<file path="src/inc/xop_pkg.sv">
// shared constants and carrier types for the extended-op decoder
// assumes one instruction cycle per clk_sys edge and a combinational-read data memory
package xop_pkg;
    // widths
    localparam int ADDR_W = 12;
    localparam int DATA_W = 8;
    localparam int PC_W   = 21;
    localparam int PTR_N  = 3;

    // first-byte opcodes and word patterns
    localparam logic [7:0]  OP_MOVE    = 8'heb;   // indexed moves, bit 7 picks the form
    localparam logic [7:0]  OP_PUSH    = 8'hfa;   // literal push
    localparam logic [7:0]  OP_SUB     = 8'he9;   // pointer subtract / subtract-and-return
    localparam logic [3:0]  PREFIX_2ND = 4'hf;    // second word prefix
    localparam logic [15:0] CALL_WORD  = 16'h0014;
    localparam logic [1:0]  SEL_RETURN = 2'h3;

    // field positions
    localparam int MOVE_FORM_BIT = 7;
    localparam int OFS_HI        = 6;
    localparam int SEL_HI        = 7;
    localparam int SEL_LO        = 6;
    localparam int LIT6_HI       = 5;

    // arithmetic steps and reset values
    localparam logic [ADDR_W-1:0] SP_STEP   = 12'h001;
    localparam logic [PC_W-1:0]   PC_STEP   = 21'h000002;
    localparam logic [ADDR_W-1:0] PTR_RESET = 12'h000;
    localparam logic [DATA_W-1:0] IND_DATA  = 8'h00;

    // indirect addressing register windows, one per pointer
    localparam logic [ADDR_W-1:0] IND_BASE0 = 12'hfeb;
    localparam logic [ADDR_W-1:0] IND_BASE1 = 12'hfe3;
    localparam logic [ADDR_W-1:0] IND_BASE2 = 12'hfdb;
    localparam logic [ADDR_W-1:0] IND_SPAN  = 12'h005;

    typedef enum logic [1:0] {st_idle, st_second, st_nop} seq_state_t;

    typedef struct packed {
        logic              we;
        logic [ADDR_W-1:0] addr;
        logic [DATA_W-1:0] data;
    } mem_wr_t;

    typedef struct packed {
        logic            load;
        logic [PC_W-1:0] value;
    } pc_ctl_t;

    typedef struct packed {
        logic            push;
        logic            pop;
        logic [PC_W-1:0] value;
    } stack_ctl_t;
endpackage

</file>
<file path="src/core/stack_pointer_extended_ops.sv">
// decode and execute of the stack-pointer extended instructions
// assumes the core hands one instruction word per cycle with valid/ready, a data memory
// read combinationally from mem_raddr, and a return stack driven by push/pop pulses
//
// Functional notes
// RULE_01: the indexed-to-absolute move reads from stack_pointer_reg plus the 7-bit offset of word one, bit 7 clear.
// RULE_02: the indexed-to-absolute move writes to the 12-bit literal of the 1111-prefixed second word.
// RULE_03: both move addresses span the full 4096-byte space 000h to FFFh.
// RULE_04: software never aims either move at program_counter_low or the three return_stack_top bytes.
// RULE_05: a source address on an indirect addressing register moves the value 00h.
// RULE_06: the indexed-to-indexed move adds a 7-bit offset from each word to stack_pointer_reg, word one bit 7 set.
// RULE_07: an indexed-to-indexed destination on an indirect addressing register performs no write.
// RULE_08: literal_push writes its literal at stack_pointer_reg then decrements it by 1 in one cycle.
// RULE_09: pointer_subtract takes a 6-bit literal off pointer 0, 1 or 2 and touches no flag.
// RULE_10: subtract_and_return takes a 6-bit literal off stack_pointer_reg and loads the pc from the stack top.
// RULE_11: subtract_and_return is the pointer_subtract encoding with select field 11.
// RULE_12: subtract_and_return lasts two cycles, the second a no-operation.
// RULE_13: call_via_working_reg pushes pc plus 2 before loading the new pc.
// RULE_14: these instructions act only while extended_set_enable is 1; the code gates on the pin two cycles late and finishes a started move.
// RULE_15: a lone 1111-prefixed second word acts as a no-operation; the code runs a lone second word with high byte FAh as literal_push.
`timescale 1ns/10ps
module stack_pointer_extended_ops
(
    // clock and reset
    input  wire logic                           clk_sys,
    input  wire logic                           nrst,
    // configuration pin
    input  wire logic                           extended_set_enable,
    // instruction stream
    input  wire logic                           instr_valid,
    output logic                                instr_ready,
    input  wire logic [15:0]                    instr,
    input  wire logic [xop_pkg::PC_W-1:0]       pc,
    // core registers feeding calls and returns
    input  wire logic [xop_pkg::DATA_W-1:0]     working_reg,
    input  wire logic [xop_pkg::DATA_W-1:0]     pc_latch_high,
    input  wire logic [4:0]                     pc_latch_upper,
    input  wire logic [xop_pkg::PC_W-1:0]       return_stack_top,
    // data memory
    output logic [xop_pkg::ADDR_W-1:0]          mem_raddr,
    input  wire logic [xop_pkg::DATA_W-1:0]     mem_rdata,
    output xop_pkg::mem_wr_t                    mem_wr,
    // program counter and return stack
    output xop_pkg::pc_ctl_t                    pc_ctl,
    output xop_pkg::stack_ctl_t                 stack_ctl,
    // pointer registers, index 2 is stack_pointer_reg
    output logic [xop_pkg::PTR_N-1:0][xop_pkg::ADDR_W-1:0] pointer_regs
);
    // state
    xop_pkg::seq_state_t                        state;
    xop_pkg::seq_state_t                        next_state;
    logic [xop_pkg::PTR_N-1:0][xop_pkg::ADDR_W-1:0] next_pointer_regs;
    logic [xop_pkg::ADDR_W-1:0]                 next_mem_raddr;
    logic                                       move_is_ss;
    logic                                       next_move_is_ss;
    xop_pkg::mem_wr_t                           next_mem_wr;
    xop_pkg::pc_ctl_t                           next_pc_ctl;
    xop_pkg::stack_ctl_t                        next_stack_ctl;
    logic                                       ext_meta;
    logic                                       ext_en;

    // decode helpers
    logic                                       take;
    logic [7:0]                                 op_hi;
    logic [xop_pkg::ADDR_W-1:0]                 sp;
    logic [xop_pkg::ADDR_W-1:0]                 ofs_addr;
    logic [xop_pkg::ADDR_W-1:0]                 lit6;
    logic [1:0]                                 sel;
    logic                                       is_second;
    logic                                       src_ind;
    logic                                       dst_ind;

    // true when the address sits in an indirect addressing register window
    function automatic logic is_indirect(input logic [xop_pkg::ADDR_W-1:0] a);
        is_indirect = (a >= xop_pkg::IND_BASE0 && a < xop_pkg::IND_BASE0 + xop_pkg::IND_SPAN)
                   || (a >= xop_pkg::IND_BASE1 && a < xop_pkg::IND_BASE1 + xop_pkg::IND_SPAN)
                   || (a >= xop_pkg::IND_BASE2 && a < xop_pkg::IND_BASE2 + xop_pkg::IND_SPAN);
    endfunction

    // configuration pin passes two flip-flops
    always_ff @(posedge clk_sys or negedge nrst)
    begin
        if (!nrst)
        begin
            ext_meta <= 1'b0;
            ext_en   <= 1'b0;
        end
        else
        begin
            ext_meta <= extended_set_enable;
            ext_en   <= ext_meta;
        end
    end

    // field extraction, addresses wrap within the 12-bit space
    assign instr_ready = (state != xop_pkg::st_nop);
    assign take        = instr_valid && instr_ready;
    assign op_hi       = instr[15:8];
    assign sp          = pointer_regs[2];
    assign ofs_addr    = sp + {5'h00, instr[xop_pkg::OFS_HI:0]};            // RULE_03
    assign lit6        = {6'h00, instr[xop_pkg::LIT6_HI:0]};
    assign sel         = instr[xop_pkg::SEL_HI:xop_pkg::SEL_LO];
    assign is_second   = (instr[15:12] == xop_pkg::PREFIX_2ND);
    assign src_ind     = is_indirect(mem_raddr);
    assign dst_ind     = is_indirect(ofs_addr);

    // next-state and next-output computation
    always_comb
    begin
        next_state        = state;
        next_pointer_regs = pointer_regs;
        next_mem_raddr    = mem_raddr;
        next_move_is_ss   = move_is_ss;
        next_mem_wr       = '0;
        next_pc_ctl       = '0;
        next_stack_ctl    = '0;
        case (state)
            xop_pkg::st_idle:
            begin
                if (take && ext_en)                                          // RULE_14
                begin
                    if (op_hi == xop_pkg::OP_MOVE)
                    begin
                        // source read starts now, data is taken with word two
                        next_mem_raddr  = ofs_addr;                          // RULE_01
                        next_move_is_ss = instr[xop_pkg::MOVE_FORM_BIT];     // RULE_06
                        next_state      = xop_pkg::st_second;
                    end
                    else if (op_hi == xop_pkg::OP_PUSH)
                    begin
                        next_mem_wr.we       = 1'b1;                         // RULE_08
                        next_mem_wr.addr     = sp;
                        next_mem_wr.data     = instr[7:0];
                        next_pointer_regs[2] = sp - xop_pkg::SP_STEP;        // RULE_08
                    end
                    else if (op_hi == xop_pkg::OP_SUB)
                    begin
                        if (sel == xop_pkg::SEL_RETURN)                      // RULE_11
                        begin
                            next_pointer_regs[2] = sp - lit6;                // RULE_10
                            next_pc_ctl.load     = 1'b1;
                            next_pc_ctl.value    = return_stack_top;         // RULE_10
                            next_stack_ctl.pop   = 1'b1;
                            next_state           = xop_pkg::st_nop;          // RULE_12
                        end
                        else
                        begin
                            next_pointer_regs[sel] = pointer_regs[sel] - lit6; // RULE_09
                        end
                    end
                    else if (instr == xop_pkg::CALL_WORD)
                    begin
                        next_stack_ctl.push  = 1'b1;                         // RULE_13
                        next_stack_ctl.value = pc + xop_pkg::PC_STEP;
                        next_pc_ctl.load     = 1'b1;
                        next_pc_ctl.value    = {pc_latch_upper, pc_latch_high, working_reg};
                        next_state           = xop_pkg::st_nop;
                    end
                    // any other word, a lone second word among them, does nothing  RULE_15
                end
            end
            xop_pkg::st_second:
            begin
                if (take)
                begin
                    next_state = xop_pkg::st_idle;
                    if (is_second)
                    begin
                        next_mem_wr.data = src_ind ? xop_pkg::IND_DATA : mem_rdata; // RULE_05
                        if (move_is_ss)
                        begin
                            next_mem_wr.addr = ofs_addr;                     // RULE_06
                            next_mem_wr.we   = !dst_ind;                     // RULE_07
                        end
                        else
                        begin
                            next_mem_wr.addr = instr[11:0];                  // RULE_02
                            next_mem_wr.we   = 1'b1;                         // RULE_04
                        end
                    end
                end
            end
            xop_pkg::st_nop:
            begin
                next_state = xop_pkg::st_idle;                               // RULE_12
            end
            default:
            begin
                next_state = xop_pkg::st_idle;
            end
        endcase
    end

    // registers
    always_ff @(posedge clk_sys or negedge nrst)
    begin
        if (!nrst)
        begin
            state        <= xop_pkg::st_idle;
            pointer_regs <= {xop_pkg::PTR_N{xop_pkg::PTR_RESET}};
            mem_raddr    <= xop_pkg::PTR_RESET;
            move_is_ss   <= 1'b0;
            mem_wr       <= '0;
            pc_ctl       <= '0;
            stack_ctl    <= '0;
        end
        else
        begin
            state        <= next_state;
            pointer_regs <= next_pointer_regs;
            mem_raddr    <= next_mem_raddr;
            move_is_ss   <= next_move_is_ss;
            mem_wr       <= next_mem_wr;
            pc_ctl       <= next_pc_ctl;
            stack_ctl    <= next_stack_ctl;
        end
    end

    logic idle_take;
    assign idle_take = take && ext_en && (state == xop_pkg::st_idle);
endmodule

</file>
<file path="config.mk">
export PLATFORM = sky130hd
export DESIGN_NAME = stack_pointer_extended_ops
export DESIGN_NICKNAME = d
export VERILOG_FILES = /design/src/inc/xop_pkg.sv /design/src/core/stack_pointer_extended_ops.sv
export SDC_FILE = /design/constraint.sdc
export NUM_CORES = 1
export LEC_CHECK = 0
export ABC_AREA = 0
export BUFFER_PORTS_ARGS = -buffer_cell sky130_fd_sc_hd__buf_2
export CAP_MARGIN = 15
export CORE_MARGIN = 10
export CORE_UTILIZATION = 55
export DETAILED_ROUTE_END_ITERATION = 12
export PLACE_DENSITY_LB_ADDON = 0.3
export SKIP_LAST_GASP = 1
export SLEW_MARGIN = 30
export SYNTH_ARGS = -nofsm -noshare
export SYNTH_HDL_FRONTEND = slang
export SYNTH_SLANG_ARGS = --single-unit
</file>
<file path="constraint.sdc">
create_clock -name clk_sys -period 7.8 [get_ports clk_sys]
set_input_delay 0.39 -clock clk_sys [delete_from_list [all_inputs] [get_ports clk_sys]]
set_output_delay 0.39 -clock clk_sys [all_outputs]
set_load 0.03 [all_outputs]
</file>
-- Yosys cells after proc, flatten, opt, wreduce, memory -nomap -nowiden
Index checks and enable logic that the tools add are counted.
- reductions and logical operators: 20
- bitwise operators: 3
- magnitude comparators: 14
- mux-type cells: 42
- equal/unequal tests: 13
- add/sub/neg operators: 5
- operators with widths (operator ; number):
    $mux W22 ; 7
    $mux W21 ; 7
    $mux W23 ; 4
    $ge A12 B12 Y1 const B ; 6
    $lt A12 B12 Y1 const B ; 6
    $mux W12 ; 4
    $pmux W21 S2 ; 1
    $bwmux W36 ; 1
    $mux W36 ; 1
    $bmux W12 S2 ; 1
    $demux W12 S2 ; 1
    $eq A8 B8 Y1 const B ; 3
    $mux W24 ; 1
    $sub A12 B6 Y12 ; 2
    $add A21 B2 Y21 const B ; 1
    $eq A16 B5 Y1 const B ; 1
    $mux W2 ; 7
    $mux W13 ; 1
    $add A12 B7 Y12 ; 1
    $sub A12 B1 Y12 const B ; 1
    $logic_and A1 B1 Y1 ; 9
    $mux W8 ; 1
    $ne A4 B4 Y1 const B ; 2
    $ne A2 B2 Y1 const B ; 3
    other kinds (17) ; 25
- word-level logic and storage cells: 113
- bits of input ports: 91
- register bits after elaboration: 119
- output and inout bits: 115

-- Longest topological paths before layout
Gate-level depths: netlist of the first run.
- depth in word-level cells: 10
- gate-level depth with buffers: 16
- depth with buffers taken out: 13

-- Worst setup path before layout of the first run
Ideal clock, no wire load.
- kind: input to register
- from: input instr[6]
- to: register pointer_regs[21] (netlist bit)
- arrival: 3.503 ns
- data required time: 7.675 ns
- setup time: 0.125 ns
- stages on the path: 12
- buffers on the path: 3
- setup slack: 4.172 ns
- cells stage by stage: buf_4 -> buf_1 -> buf_1 -> mux2i_1 -> o21ai_0 -> ha_1 -> nor2b_1 -> o31a_1 -> o31a_1 -> or4b_1 -> xor2_1 -> mux2_4
- cells in the longest elaborated chain, start to end: 5
- elaborated cells between the ends (all ways): 12
- classes of those cells: add/sub (1); order compare (2); eq/ne (1); mux (5); bitwise (1); reduce/logical (2)
- RTL lines (what ; RTL line ; source):
    start, declared ; stack_pointer_extended_ops.sv:32 ; input wire logic [15:0] instr,
    branches (longest 5 deep; another with $sub A12 B6 Y12) ; n/a ;
    end signal, assigned ; stack_pointer_extended_ops.sv:200 ; pointer_regs <= {xop_pkg::PTR_N{xop_pkg::PTR_RESET}};
    end signal, assigned ; stack_pointer_extended_ops.sv:210 ; pointer_regs <= next_pointer_regs;
    end, declared ; stack_pointer_extended_ops.sv:47 ; output logic [xop_pkg::PTR_N-1:0][xop_pkg::ADDR_W-1:0] pointer_regs
Parallel ways; which one is timed is not known. The select of a mux whose other input is x is not followed.
A chain may end at the register's enable or synchronous reset.

-- Worst setup path after layout of the first run
- from: input instr[7]
- to: register pointer_regs, in the netlist sp[11]
- cells in the longest elaborated chain, start to end: 8
- elaborated cells between the ends (all ways): 13
- classes of those cells: add/sub (1); order compare (2); eq/ne (1); mux (8); reduce/logical (1)
- RTL lines (what ; RTL line ; source):
    branches (longest 5 deep; another with $sub A12 B6 Y12) ; n/a ;
    $mux W12 * ; stack_pointer_extended_ops.sv:138 ; if (sel == xop_pkg::SEL_RETURN)
    $mux W36 * ; stack_pointer_extended_ops.sv:136 ; else if (op_hi == xop_pkg::OP_SUB)
    $mux W12 * ; stack_pointer_extended_ops.sv:129 ; else if (op_hi == xop_pkg::OP_PUSH)
Every way passes the cells marked *. The select of a mux whose other input is x is not followed.

==> results of run 1 <==
==> cell usage after synthesis (3+ instances only) <==
| master | number | area, sq um |
|---|---|---|
| and3_1 | 6 | 37.54 |
| o22ai_1 | 4 | 25.02 |
| o31a_1 | 4 | 35.03 |
| o2bb2ai_1 | 4 | 35.03 |
| nand2_1 | 38 | 142.6 |
| mux2_4 | 4 | 60.06 |
| nor4_1 | 9 | 56.30 |
| a21oi_1 | 44 | 220.2 |
| nor2_1 | 77 | 289.0 |
| nand3_1 | 19 | 95.09 |
| inv_1 | 23 | 86.33 |
| a22o_1 | 35 | 306.5 |
| dfrtp_1 | 119 | 2978 |
| mux2_2 | 16 | 180.2 |
| nor3_1 | 15 | 75.07 |
| nor3b_1 | 4 | 30.03 |
| clkbuf_1 | 24 | 90.09 |
| nor2b_1 | 7 | 43.79 |
| a221oi_1 | 3 | 26.28 |
| nand2b_1 | 6 | 37.54 |
| ha_1 | 22 | 275.3 |
| a21o_1 | 4 | 30.03 |
| mux2i_1 | 18 | 180.2 |
| and2_1 | 3 | 18.77 |
| or3_4 | 4 | 45.04 |
| fa_1 | 3 | 60.06 |
| xnor2_1 | 22 | 192.7 |
| o21ai_0 | 49 | 245.2 |
| nand4_1 | 5 | 31.28 |
| o21a_1 | 4 | 30.03 |
| or3_1 | 3 | 18.77 |
| xor2_1 | 24 | 210.2 |
| buf_2 | 8 | 40.04 |
==> area by class of cell <==
type / instances / area [sq um] / share of cell area
flip-flops and latches: 119 / 2978 / 0.3544
well taps: 147 / 183.9 / 0.02189
repair buffers: 211 / 1080 / 0.1285
clock buffers: 20 / 446.7 / 0.05316
clock inverters: 12 / 175.2 / 0.02085
multi-input cells: 500 / 3450 / 0.4105
inverters: 24 / 90.09 / 0.01072
==> routing by layer <==
layer,vias to the layer above,global-route usage
li1,2821,-
met1,2924,0.2843
met2,279,0.4038
met3,65,0.06166
met4,0,0.1177
met5,-,0
==> cell usage in the layout (no fill, tap or decap), drive strengths merged, types with 3 or more instances in the layout <==
| cell | netlist | final |
|---|---|---|
| a21o | 4 | 4 |
| a21oi | 45 | 45 |
| a221oi | 4 | 4 |
| a22o | 35 | 35 |
| and2 | 3 | 3 |
| and3 | 7 | 7 |
| buf | 13 | 210 |
| bufinv | 0 | 4 |
| clkbuf | 25 | 20 |
| clkinv | 0 | 4 |
| clkinvlp | 0 | 3 |
| dfrtp | 119 | 119 |
| fa | 3 | 3 |
| ha | 22 | 22 |
| inv | 24 | 25 |
| mux2 | 20 | 20 |
| mux2i | 18 | 18 |
| nand2 | 39 | 39 |
| nand2b | 6 | 6 |
| nand3 | 19 | 19 |
| nand4 | 5 | 5 |
| nor2 | 78 | 78 |
| nor2b | 8 | 8 |
| nor3 | 16 | 16 |
| nor3b | 4 | 4 |
| nor4 | 9 | 9 |
| o21a | 4 | 4 |
| o21ai | 51 | 51 |
| o22ai | 4 | 4 |
| o2bb2ai | 4 | 4 |
| o31a | 4 | 4 |
| or3 | 7 | 7 |
| xnor2 | 22 | 22 |
| xor2 | 24 | 24 |
==> worst min path at each step <==
stage	slack, ns	end	depth (start not counted)
4_1_cts	0.06	ext_meta	1
2_1_floorplan	0.09	ext_en	0
3_3_place_gp	0.33	ext_en	0
3_5_place_dp	0.33	ext_en	0
5_1_grt	0.07	ext_meta	1
6_report	0.07	ext_meta	1
==> sequential cells by signal, summed over array words and instances (netlist names) <==
register and flops:
pc_ctl 22, pointer_regs 24, move_is_ss 1, mem_wr 21, ext_en 1, ext_meta 1
state 2, stack_ctl 23, sp 12, mem_raddr 12
==> kinds of logic (layout without fill, tap and decap cells) <==
group	after synthesis	in the layout	share of synthesized area
AOI/OAI and AO/OA	176	176	0.1766
xor gates and xnor gates	46	46	0.06025
adders and majority gates	25	25	0.05015
buffers and inverters	62	267	0.03873
DFF	119	119	0.4454
muxes	38	38	0.06287
and+or+nand+nor	215	215	0.1660
==> per-stage QoR <==
step / power (mW) / setup WS, ns / cell area, sq um
2_1_floorplan: 0.7231 / 4.172 / 6686
3_3_place_gp: 0.7848 / 4.099 / 7760
3_5_place_dp: 0.7905 / 3.900 / 7764
4_1_cts: 1.612 / 4.259 / 8396
5_1_grt: 1.663 / 4.003 / 8403
6_report: 1.602 / 4.195 / 8403
==> critical path, stage by stage <==
cell and delay [ns]:
buf_2 0.39, nor2b_1 0.70, nand2_1 0.12, o21ai_0 0.20, ha_1 0.33, nor2b_1 0.15, o31a_1 0.27, o31a_1 0.28
or3_4 0.36, o41ai_1 0.52, nand2_1 0.10, o211ai_1 0.12
==> where the power goes <==
group | total [mW] | internal, mW | leakage, nW | switching [mW]
clock | 0.819 | 0.542 | 0.296 | 0.277
combinational | 0.151 | 0.0569 | 2.41 | 0.0939
sequential | 0.632 | 0.624 | 1.63 | 0.00857
==> metrics.cfg, run 1 <==
[drt]
num_vias = 6089
wl_mm = 20.44
dr.pass1.iters = 5
vias_per_cell = 5.894
wl_met3_mm = 1.562
drt-met1-wl_mm = 7.854
routedWlPerCell_microns = 19.79
drc_errors = 0
top_layer = met4
route.met2.wl_mm = 10.35
drtIter0Drc = 469
final_antenna_net_count = 0

[critical_path]
r2r-end = sp[11]
cp-startpoint = instr[7]
rrSetupSlack_ns = 4.68
cp.required_ns = 8.14
critical_path.endpoint = sp[11]
worstPathArrival_ns = 3.94
crit_type = input pin to flop
crit_path_end_kind = flop
worst-r2r-cell-count = 10
critPathLaunchType = input pin
r2r_start = sp[1]
critPathMaxFanout = 25

[synthesis]
ys_seq_elements = 119
syn_area_sq_mm = 0.006686
synthArstFlopShare = 1.000
yosysWarnings = 0
synth_cell_type_count = 73
synth-main-ff-cell = dfrtp_1
avgSynthCellArea_sq_um = 9.819
yosysSeqAreaShare = 0.4454
syn_nets = 797
netlist_instances = 681
synth_edf_count = 0

[die]
die_x_microns = 130.3
pin_count = 206
die_h_microns = 130.3
initial_core_util = 0.5590
core_area_sq_mm = 0.01196
die-area_sq_mm = 0.01697
rows = 40

[clock_network]
cts_setup_buffers = 0
cts_made_buffers = 17
htree_num_levels = 4
clk_latency_ns = 0.42
cts-root-buf = clkbuf_16
cts_tree = built
clk_pin_slew_ns = 0.06
cts.repair.resized = 0
holdBufCountCts = 1
clock_sinks = 119
cts_buffer_depth = 2

[sta]
finClkSkew_ns = 0.01032
period_share = 0.4622
fin_crit_ns = 3.605
rsz0062_at_grt = false
holdWs_ns = 0.07347
worst_pin_slew_ns = 0.8572
slew_headroom = 0.4264
slew_viol_final = 0
hold_violations = 0
setup_viol = 0
max_freq_mhz = 277.4
fin_setup_tns_ns = 0

[job]
maxCapViolCount = 0

[placed_design]
io_buffer_count = 205
dp.cells = 999
dp_hpwl_mm = 15.32
gp_congestion = 0.9259

[final_layout]
final_cells = 1033
final_layout_size_suffix_gt1_frac = 0.3172
area_growth_pct = 25.67
fill_cells = 916
antenna_cells = 0
nets = 989
post-route-util = 0.7025

[power]
power.density_mw_per_mm2 = 190.6
total_leakage_power_nw = 4.337
vdd_drop_max_mv = 0.1340

[grt]
gr-total-overflow = 0
grt_pass1_wl_mm = 32.04
grt_start_max_net_pins = 84
grt_use_total = 0.2418
grt_pass1_vias = 6314
antenna_found_initial = 0

[min_path]
hold_start = extended_set_enable
hold_path_class = input pin to flop

[status]
status = finished, final reports clean

No activity file was read; power rests on OpenSTA's default activity.
==> run 2: changes to the inputs <==
--- a/config.mk
+++ b/config.mk
@@ -9,7 +9,7 @@
 export BUFFER_PORTS_ARGS = -buffer_cell sky130_fd_sc_hd__buf_2
 export CAP_MARGIN = 15
 export CORE_MARGIN = 10
-export CORE_UTILIZATION = 55
+export CORE_UTILIZATION = 47
 export DETAILED_ROUTE_END_ITERATION = 12
 export PLACE_DENSITY_LB_ADDON = 0.3
 export SKIP_LAST_GASP = 1
==> constraint.sdc (replaced) <==
create_clock -name clk_sys -period 3.3 [get_ports clk_sys]
set_input_delay 0.165 -clock clk_sys [delete_from_list [all_inputs] [get_ports clk_sys]]
set_output_delay 0.165 -clock clk_sys [all_outputs]
set_load 0.03 [all_outputs]
==> run 2 against run 1 <==
Clock-buffer cell count grew 1; design area grew 7.8%; sequential power grew 140%; utilization shrank 5.2 points; non-clock buffer count grew 63; die area grew 14%; clock skew shrank 0.0039 ns; sequential cell count is the same; wire length grew 1.9%; total power grew 140%; highest routed layer unchanged.
==> metrics.cfg, run 2 (synthesis gave the netlist of run 1 again) <==
[sta]
fin_crit_ns = 2.859
slew_headroom = 0.4500
max_freq_mhz = 349.8
slew_viol_final = 0
fin_ws_ns = 0.4408
worst_pin_slew_ns = 0.8215
hold_violations = 0
finClkSkew_ns = 0.006434
setup_viol = 0
period_share = 0.8664
fin_setup_tns_ns = 0
rsz0062_at_grt = false

[drt]
drc_errors = 0
dr.pass1.iters = 6
vias_per_cell = 5.386
routedWlPerCell_microns = 18.41
wl_mm = 20.82
drtIter0Drc = 344
num_vias = 6092
final_antenna_net_count = 0

[critical_path]
cpPeakStageDelay_ns = 0.49
crit_type = flop to flop
path_cells = mux2i_1 -> o21ai_0 -> ha_1 -> nor2b_1 -> o31a_1 -> o31a_1 -> or4b_1 -> xor2_1 -> nor2_1 -> o31ai_1
worstPathArrival_ns = 3.17
path_buf_inv = 0
path_common_cell = o31a_1
rrSetupSlack_ns = 0.44
cp_slowest_cell = or4b_1
critPathMaxFanout = 3
crit_path_end_kind = flop
r2r_start = pointer_regs[13]
r2r-end = sp[9]
cp.required_ns = 3.61
path_delay_family = compound AO/OA/AOI/OAI gates
critPathLaunchType = flop
worst-r2r-cell-count = 10

[clock_network]
htree_num_levels = 4
cts_buffer_depth = 2
cts-root-buf = clkbuf_16
clk_pin_slew_ns = 0.06
cts_made_buffers = 17
cts_setup_buffers = 0
clk_latency_ns = 0.41
clock_sinks = 119
cts_tree = built

[final_layout]
final_layout_size_suffix_gt1_frac = 0.3066
reg_top3 = pointer_regs x24, stack_ctl x23, pc_ctl x22
layout_common_cells = 204 x buf_2, 119 x dfrtp_1, 77 x nor2_1, 54 x dlygate4sd3_1, 49 x o21ai_0
top_register = pointer_regs
final_cells = 1131
nets = 1052
area_growth_pct = 35.54
final_common_cell = buf_2
largest_register_ffs = 24

[placed_design]
io_buffer_count = 205
dp_hpwl_mm = 15.38
place_ws_ns = 0.4060
gp_congestion = 0.8931
dp.cells = 1043

[power]
total_leakage_power_nw = 4.663
power.total_mw = 3.829
power.density_mw_per_mm2 = 422.5
vdd_drop_max_mv = 0.3090

[die]
die_h_microns = 139.3
rows = 43
die-area_sq_mm = 0.01940
initial_core_util = 0.4798
die_x_microns = 139.3
pin_count = 206
core_area_sq_mm = 0.01393

[status]
status = finished, final reports clean

[grt]
grt_use_total = 0.2090
grt_start_max_net_pins = 52
gr-total-overflow = 0
grt_pass1_wl_mm = 33.06
antenna_found_initial = 2
grt_pass1_vias = 6041

[min_path]
holdPathStages = 3
hold_end = stack_ctl[18]
hold_start = pc[18]
hold_path_class = input pin to flop

[job]
maxCapViolCount = 0

==> run 2: changes by cell type in the layout (fill, tap and decap cells not counted), sizes merged <==
| cell | change |
|---|---|
| buf | +10 |
| clkinvlp | +1 |
| diode | +2 |
| clkinv | -1 |
| clkbuf | +1 |
| inv | -1 |
| dlygate4sd3 | +53 |
==> run 2: cell type report <==
class | instances | area [sq um]
Inverter | 24 | 90.09
Tap cell | 180 | 225.2
Sequential cell | 119 | 2978
Clock inverter | 11 | 172.7
Antenna cell | 2 | 5.005
Timing Repair Buffer | 274 | 1682
Fill cell | 1146 | 4872
Multi-Input combinational cell | 500 | 3450
Clock buffer | 21 | 460.4
==> run 2: worst max-delay path by stage <==
stage | start | end | slack, ns | cells past startpoint
3_3_place_gp | instr[6] | sp[11] | 0.48 | 11
3_5_place_dp | instr[6] | sp[9] | 0.41 | 11
2_1_floorplan | instr[6] | pointer_regs[21] | 0.07 | 12
6_report | pointer_regs[13] | sp[9] | 0.44 | 10
4_1_cts | pointer_regs[13] | sp[9] | 0.44 | 10
5_1_grt | pointer_regs[1] | sp[9] | 0.22 | 10
==> run 2: tightest hold or removal path, cell delays in order <==
cell    delay [ns]
buf_2         0.09
xor2_1        0.06
nor2_1        0.07
==> run 2: report_power, final <==
group          internal (mW)  switching [mW]
logic                  0.163           0.224
clock network           1.30           0.645
registers               1.47          0.0192
==> run 2: per-stage QoR <==
| stage | hold slack (ns) | area [sq um] | utilization |
|---|---|---|---|
| 6_report | 0.02150 | 9062 | 0.6504 |
| 2_1_floorplan | -0.1306 | 6688 | - |
| 5_1_grt | 0.01854 | 9062 | 0.6504 |
| 3_3_place_gp | 0.1011 | 7884 | 0.5658 |
| 3_5_place_dp | 0.1027 | 7884 | 0.5658 |
| 4_1_cts | 0.001615 | 9057 | 0.6500 |
==> run 2: layer usage <==
layer  routed length, microns  up-vias  track usage
met5                        0        -            0
met4                      340        0      0.07249
met3                     1289       23      0.04866
met2                    10500      193       0.3478
met1                     8699     2922       0.2596
li1                         -     2954            -
==> run 2: repair_timing <==
item                                   in CTS  in global routing
endpoints found under the hold margin      59                  0
gates resized for setup                     0                  0
hold buffers                               54                  0
==> run 3: changes to the inputs <==
--- a/config.mk
+++ b/config.mk
@@ -9,7 +9,7 @@
 export BUFFER_PORTS_ARGS = -buffer_cell sky130_fd_sc_hd__buf_2
 export CAP_MARGIN = 15
 export CORE_MARGIN = 10
-export CORE_UTILIZATION = 47
+export CORE_UTILIZATION = 40
 export DETAILED_ROUTE_END_ITERATION = 12
 export PLACE_DENSITY_LB_ADDON = 0.3
 export SKIP_LAST_GASP = 1
==> constraint.sdc (replaced) <==
create_clock -name clk_sys -period 3.2 [get_ports clk_sys]
set_input_delay 0.16 -clock clk_sys [delete_from_list [all_inputs] [get_ports clk_sys]]
set_output_delay 0.16 -clock clk_sys [all_outputs]
set_load 0.03 [all_outputs]
==> run 3 against run 2 <==
Clock power is essentially flat; wire length grew 3.5%; first-iteration DRC count grew 22%; critical path depth is the same; setup slack lost 0.24 ns; highest routed layer unchanged.
==> metrics.cfg, run 3 (synthesis gave the netlist of run 1 again) <==
[clock_network]
clock_sinks = 119
cts_made_buffers = 17
cts_buffer_depth = 2
clk_pin_slew_ns = 0.06
clk_latency_ns = 0.42
cts.repair.resized = 0
cts_tree = built
htree_num_levels = 4
cts-root-buf = clkbuf_16

[final_layout]
largest_register_ffs = 24
reg_top3 = pointer_regs x24, stack_ctl x23, pc_ctl x22
layout_common_cells = 204 x buf_2, 119 x dfrtp_1, 77 x nor2_1, 55 x dlygate4sd3_1, 49 x o21ai_0
final_layout_size_suffix_gt1_frac = 0.3078
final_common_cell = buf_2
nets = 1055
area_growth_pct = 36.60
top_register = pointer_regs

[drt]
route.met2.wl_mm = 10.85
drc_errors = 0
routedWlPerCell_microns = 18.31
num_vias = 6117
dr.pass1.iters = 4
vias_per_cell = 5.197
top_layer = met4
wl_mm = 21.55
drt-met1-wl_mm = 9.066
wl_met3_mm = 1.176
final_antenna_net_count = 0
drtIter0Drc = 421

[sta]
fin_crit_ns = 3.003
period_share = 0.9383
setup_viol = 0
slew_headroom = 0.4515
worst_pin_slew_ns = 0.8193
max_freq_mhz = 333.0
fin_setup_tns_ns = 0
rsz0062_at_grt = false
slew_viol_final = 0
holdWs_ns = 0.01379
finClkSkew_ns = 0.009719
hold_violations = 0

[power]
vdd_drop_max_mv = 0.3589
pwr-share-comb = 0.105
power.total_mw = 3.912
clock_power_share = 0.502
p_sw_uw = 953.5
intPower_mw = 2.959
swShare = 0.2437
power.density_mw_per_mm2 = 428.4
total_leakage_power_nw = 4.675
power_frac_seq = 0.393

[min_path]
holdPathStages = 3
hold_path_class = input pin to flop

[die]
die-area_sq_mm = 0.02229
die_x_microns = 149.3
pin_count = 206
die_h_microns = 149.3
initial_core_util = 0.4061
rows = 47
core_area_sq_mm = 0.01647

[placed_design]
dp_hpwl_mm = 16.14
gp_congestion = 0.8848
io_buffer_count = 205

[grt]
grt_pass1_vias = 6203
grt_start_max_net_pins = 51
grt_pass1_wl_mm = 33.69
gr-total-overflow = 0
antenna_found_initial = 4
grt_use_total = 0.1904

[critical_path]
crit_type = flop to flop
worst-r2r-cell-count = 10
cp.required_ns = 3.52
critPathLaunchType = flop
crit_path_end_kind = flop
worstPathArrival_ns = 3.32
critPathMaxFanout = 3

[job]
maxCapViolCount = 0

[status]
status = finished, final reports clean

[run 3: metal layers]
layer  vias to the layer above  track usage
li1                       2964            -
met1                      2955       0.2366
met2                       163       0.3123
met3                        35      0.04642
met4                         0      0.07360
met5                         -            0
[run 3: worst max-delay path, stage by stage (launching register included)]
cell and delay, ns:
dfrtp_1 0.36, mux2i_1 0.07, o21ai_0 0.36, ha_1 0.31, nor2b_1 0.14, o31a_1 0.27
o31a_1 0.28, or4b_1 0.51, xor2_1 0.30, nor2_1 0.09, o31ai_1 0.21
[run 3: power by group through the flow]
stage / Combinational (mW) / Clock, mW / Sequential, mW
6_report: 0.410 / 1.96 / 1.54
5_1_grt: 0.452 / 2.07 / 1.54
4_1_cts: 0.410 / 2.00 / 1.54
3_5_place_dp: 0.372 / 0 / 1.57
3_3_place_gp: 0.368 / 0 / 1.56
2_1_floorplan: 0.180 / 0 / 1.58
[run 3: per-stage QoR]
step | setup WS, ns | utilization | instance area [sq um] | cells
after floorplan | 0.1028 | - | 6689 | 681
after global placement | 0.3273 | 0.4835 | 7961 | 1085
after detailed placement | 0.2400 | 0.4835 | 7961 | 1085
after CTS | 0.2150 | 0.5540 | 9121 | 1172
after global routing | 0.01040 | 0.5546 | 9131 | 1176
final | 0.1974 | 0.5547 | 9134 | 1177
[run 3: cell type report]
class	instances	area, sq um
inverter	24	90.09
clock inverter	11	148.9
fill	1491	7332
clock buffer	21	460.4
timing repair buffer	277	1719
multi-input combinational	500	3450
antenna	5	12.51
sequential	119	2978
tap	220	275.3
[run 3: path summary, 6_finish.rpt]
kind	startpoint	endpoint	slack, ns
min in group asynchronous	nrst	pointer_regs[15]	0.29
max in group asynchronous	nrst	stack_ctl[15]	2.14
min reg2reg	ext_meta	ext_en	0.36
max reg2reg	pointer_regs[13]	sp[9]	0.20
min	pc[16]	stack_ctl[16]	0.01
max	pointer_regs[13]	sp[9]	0.20
[run 3: repair_timing]
action                    CTS  global route
buffers inserted            0             0
hold endpoints to repair   82             0
hold buffers               55             0
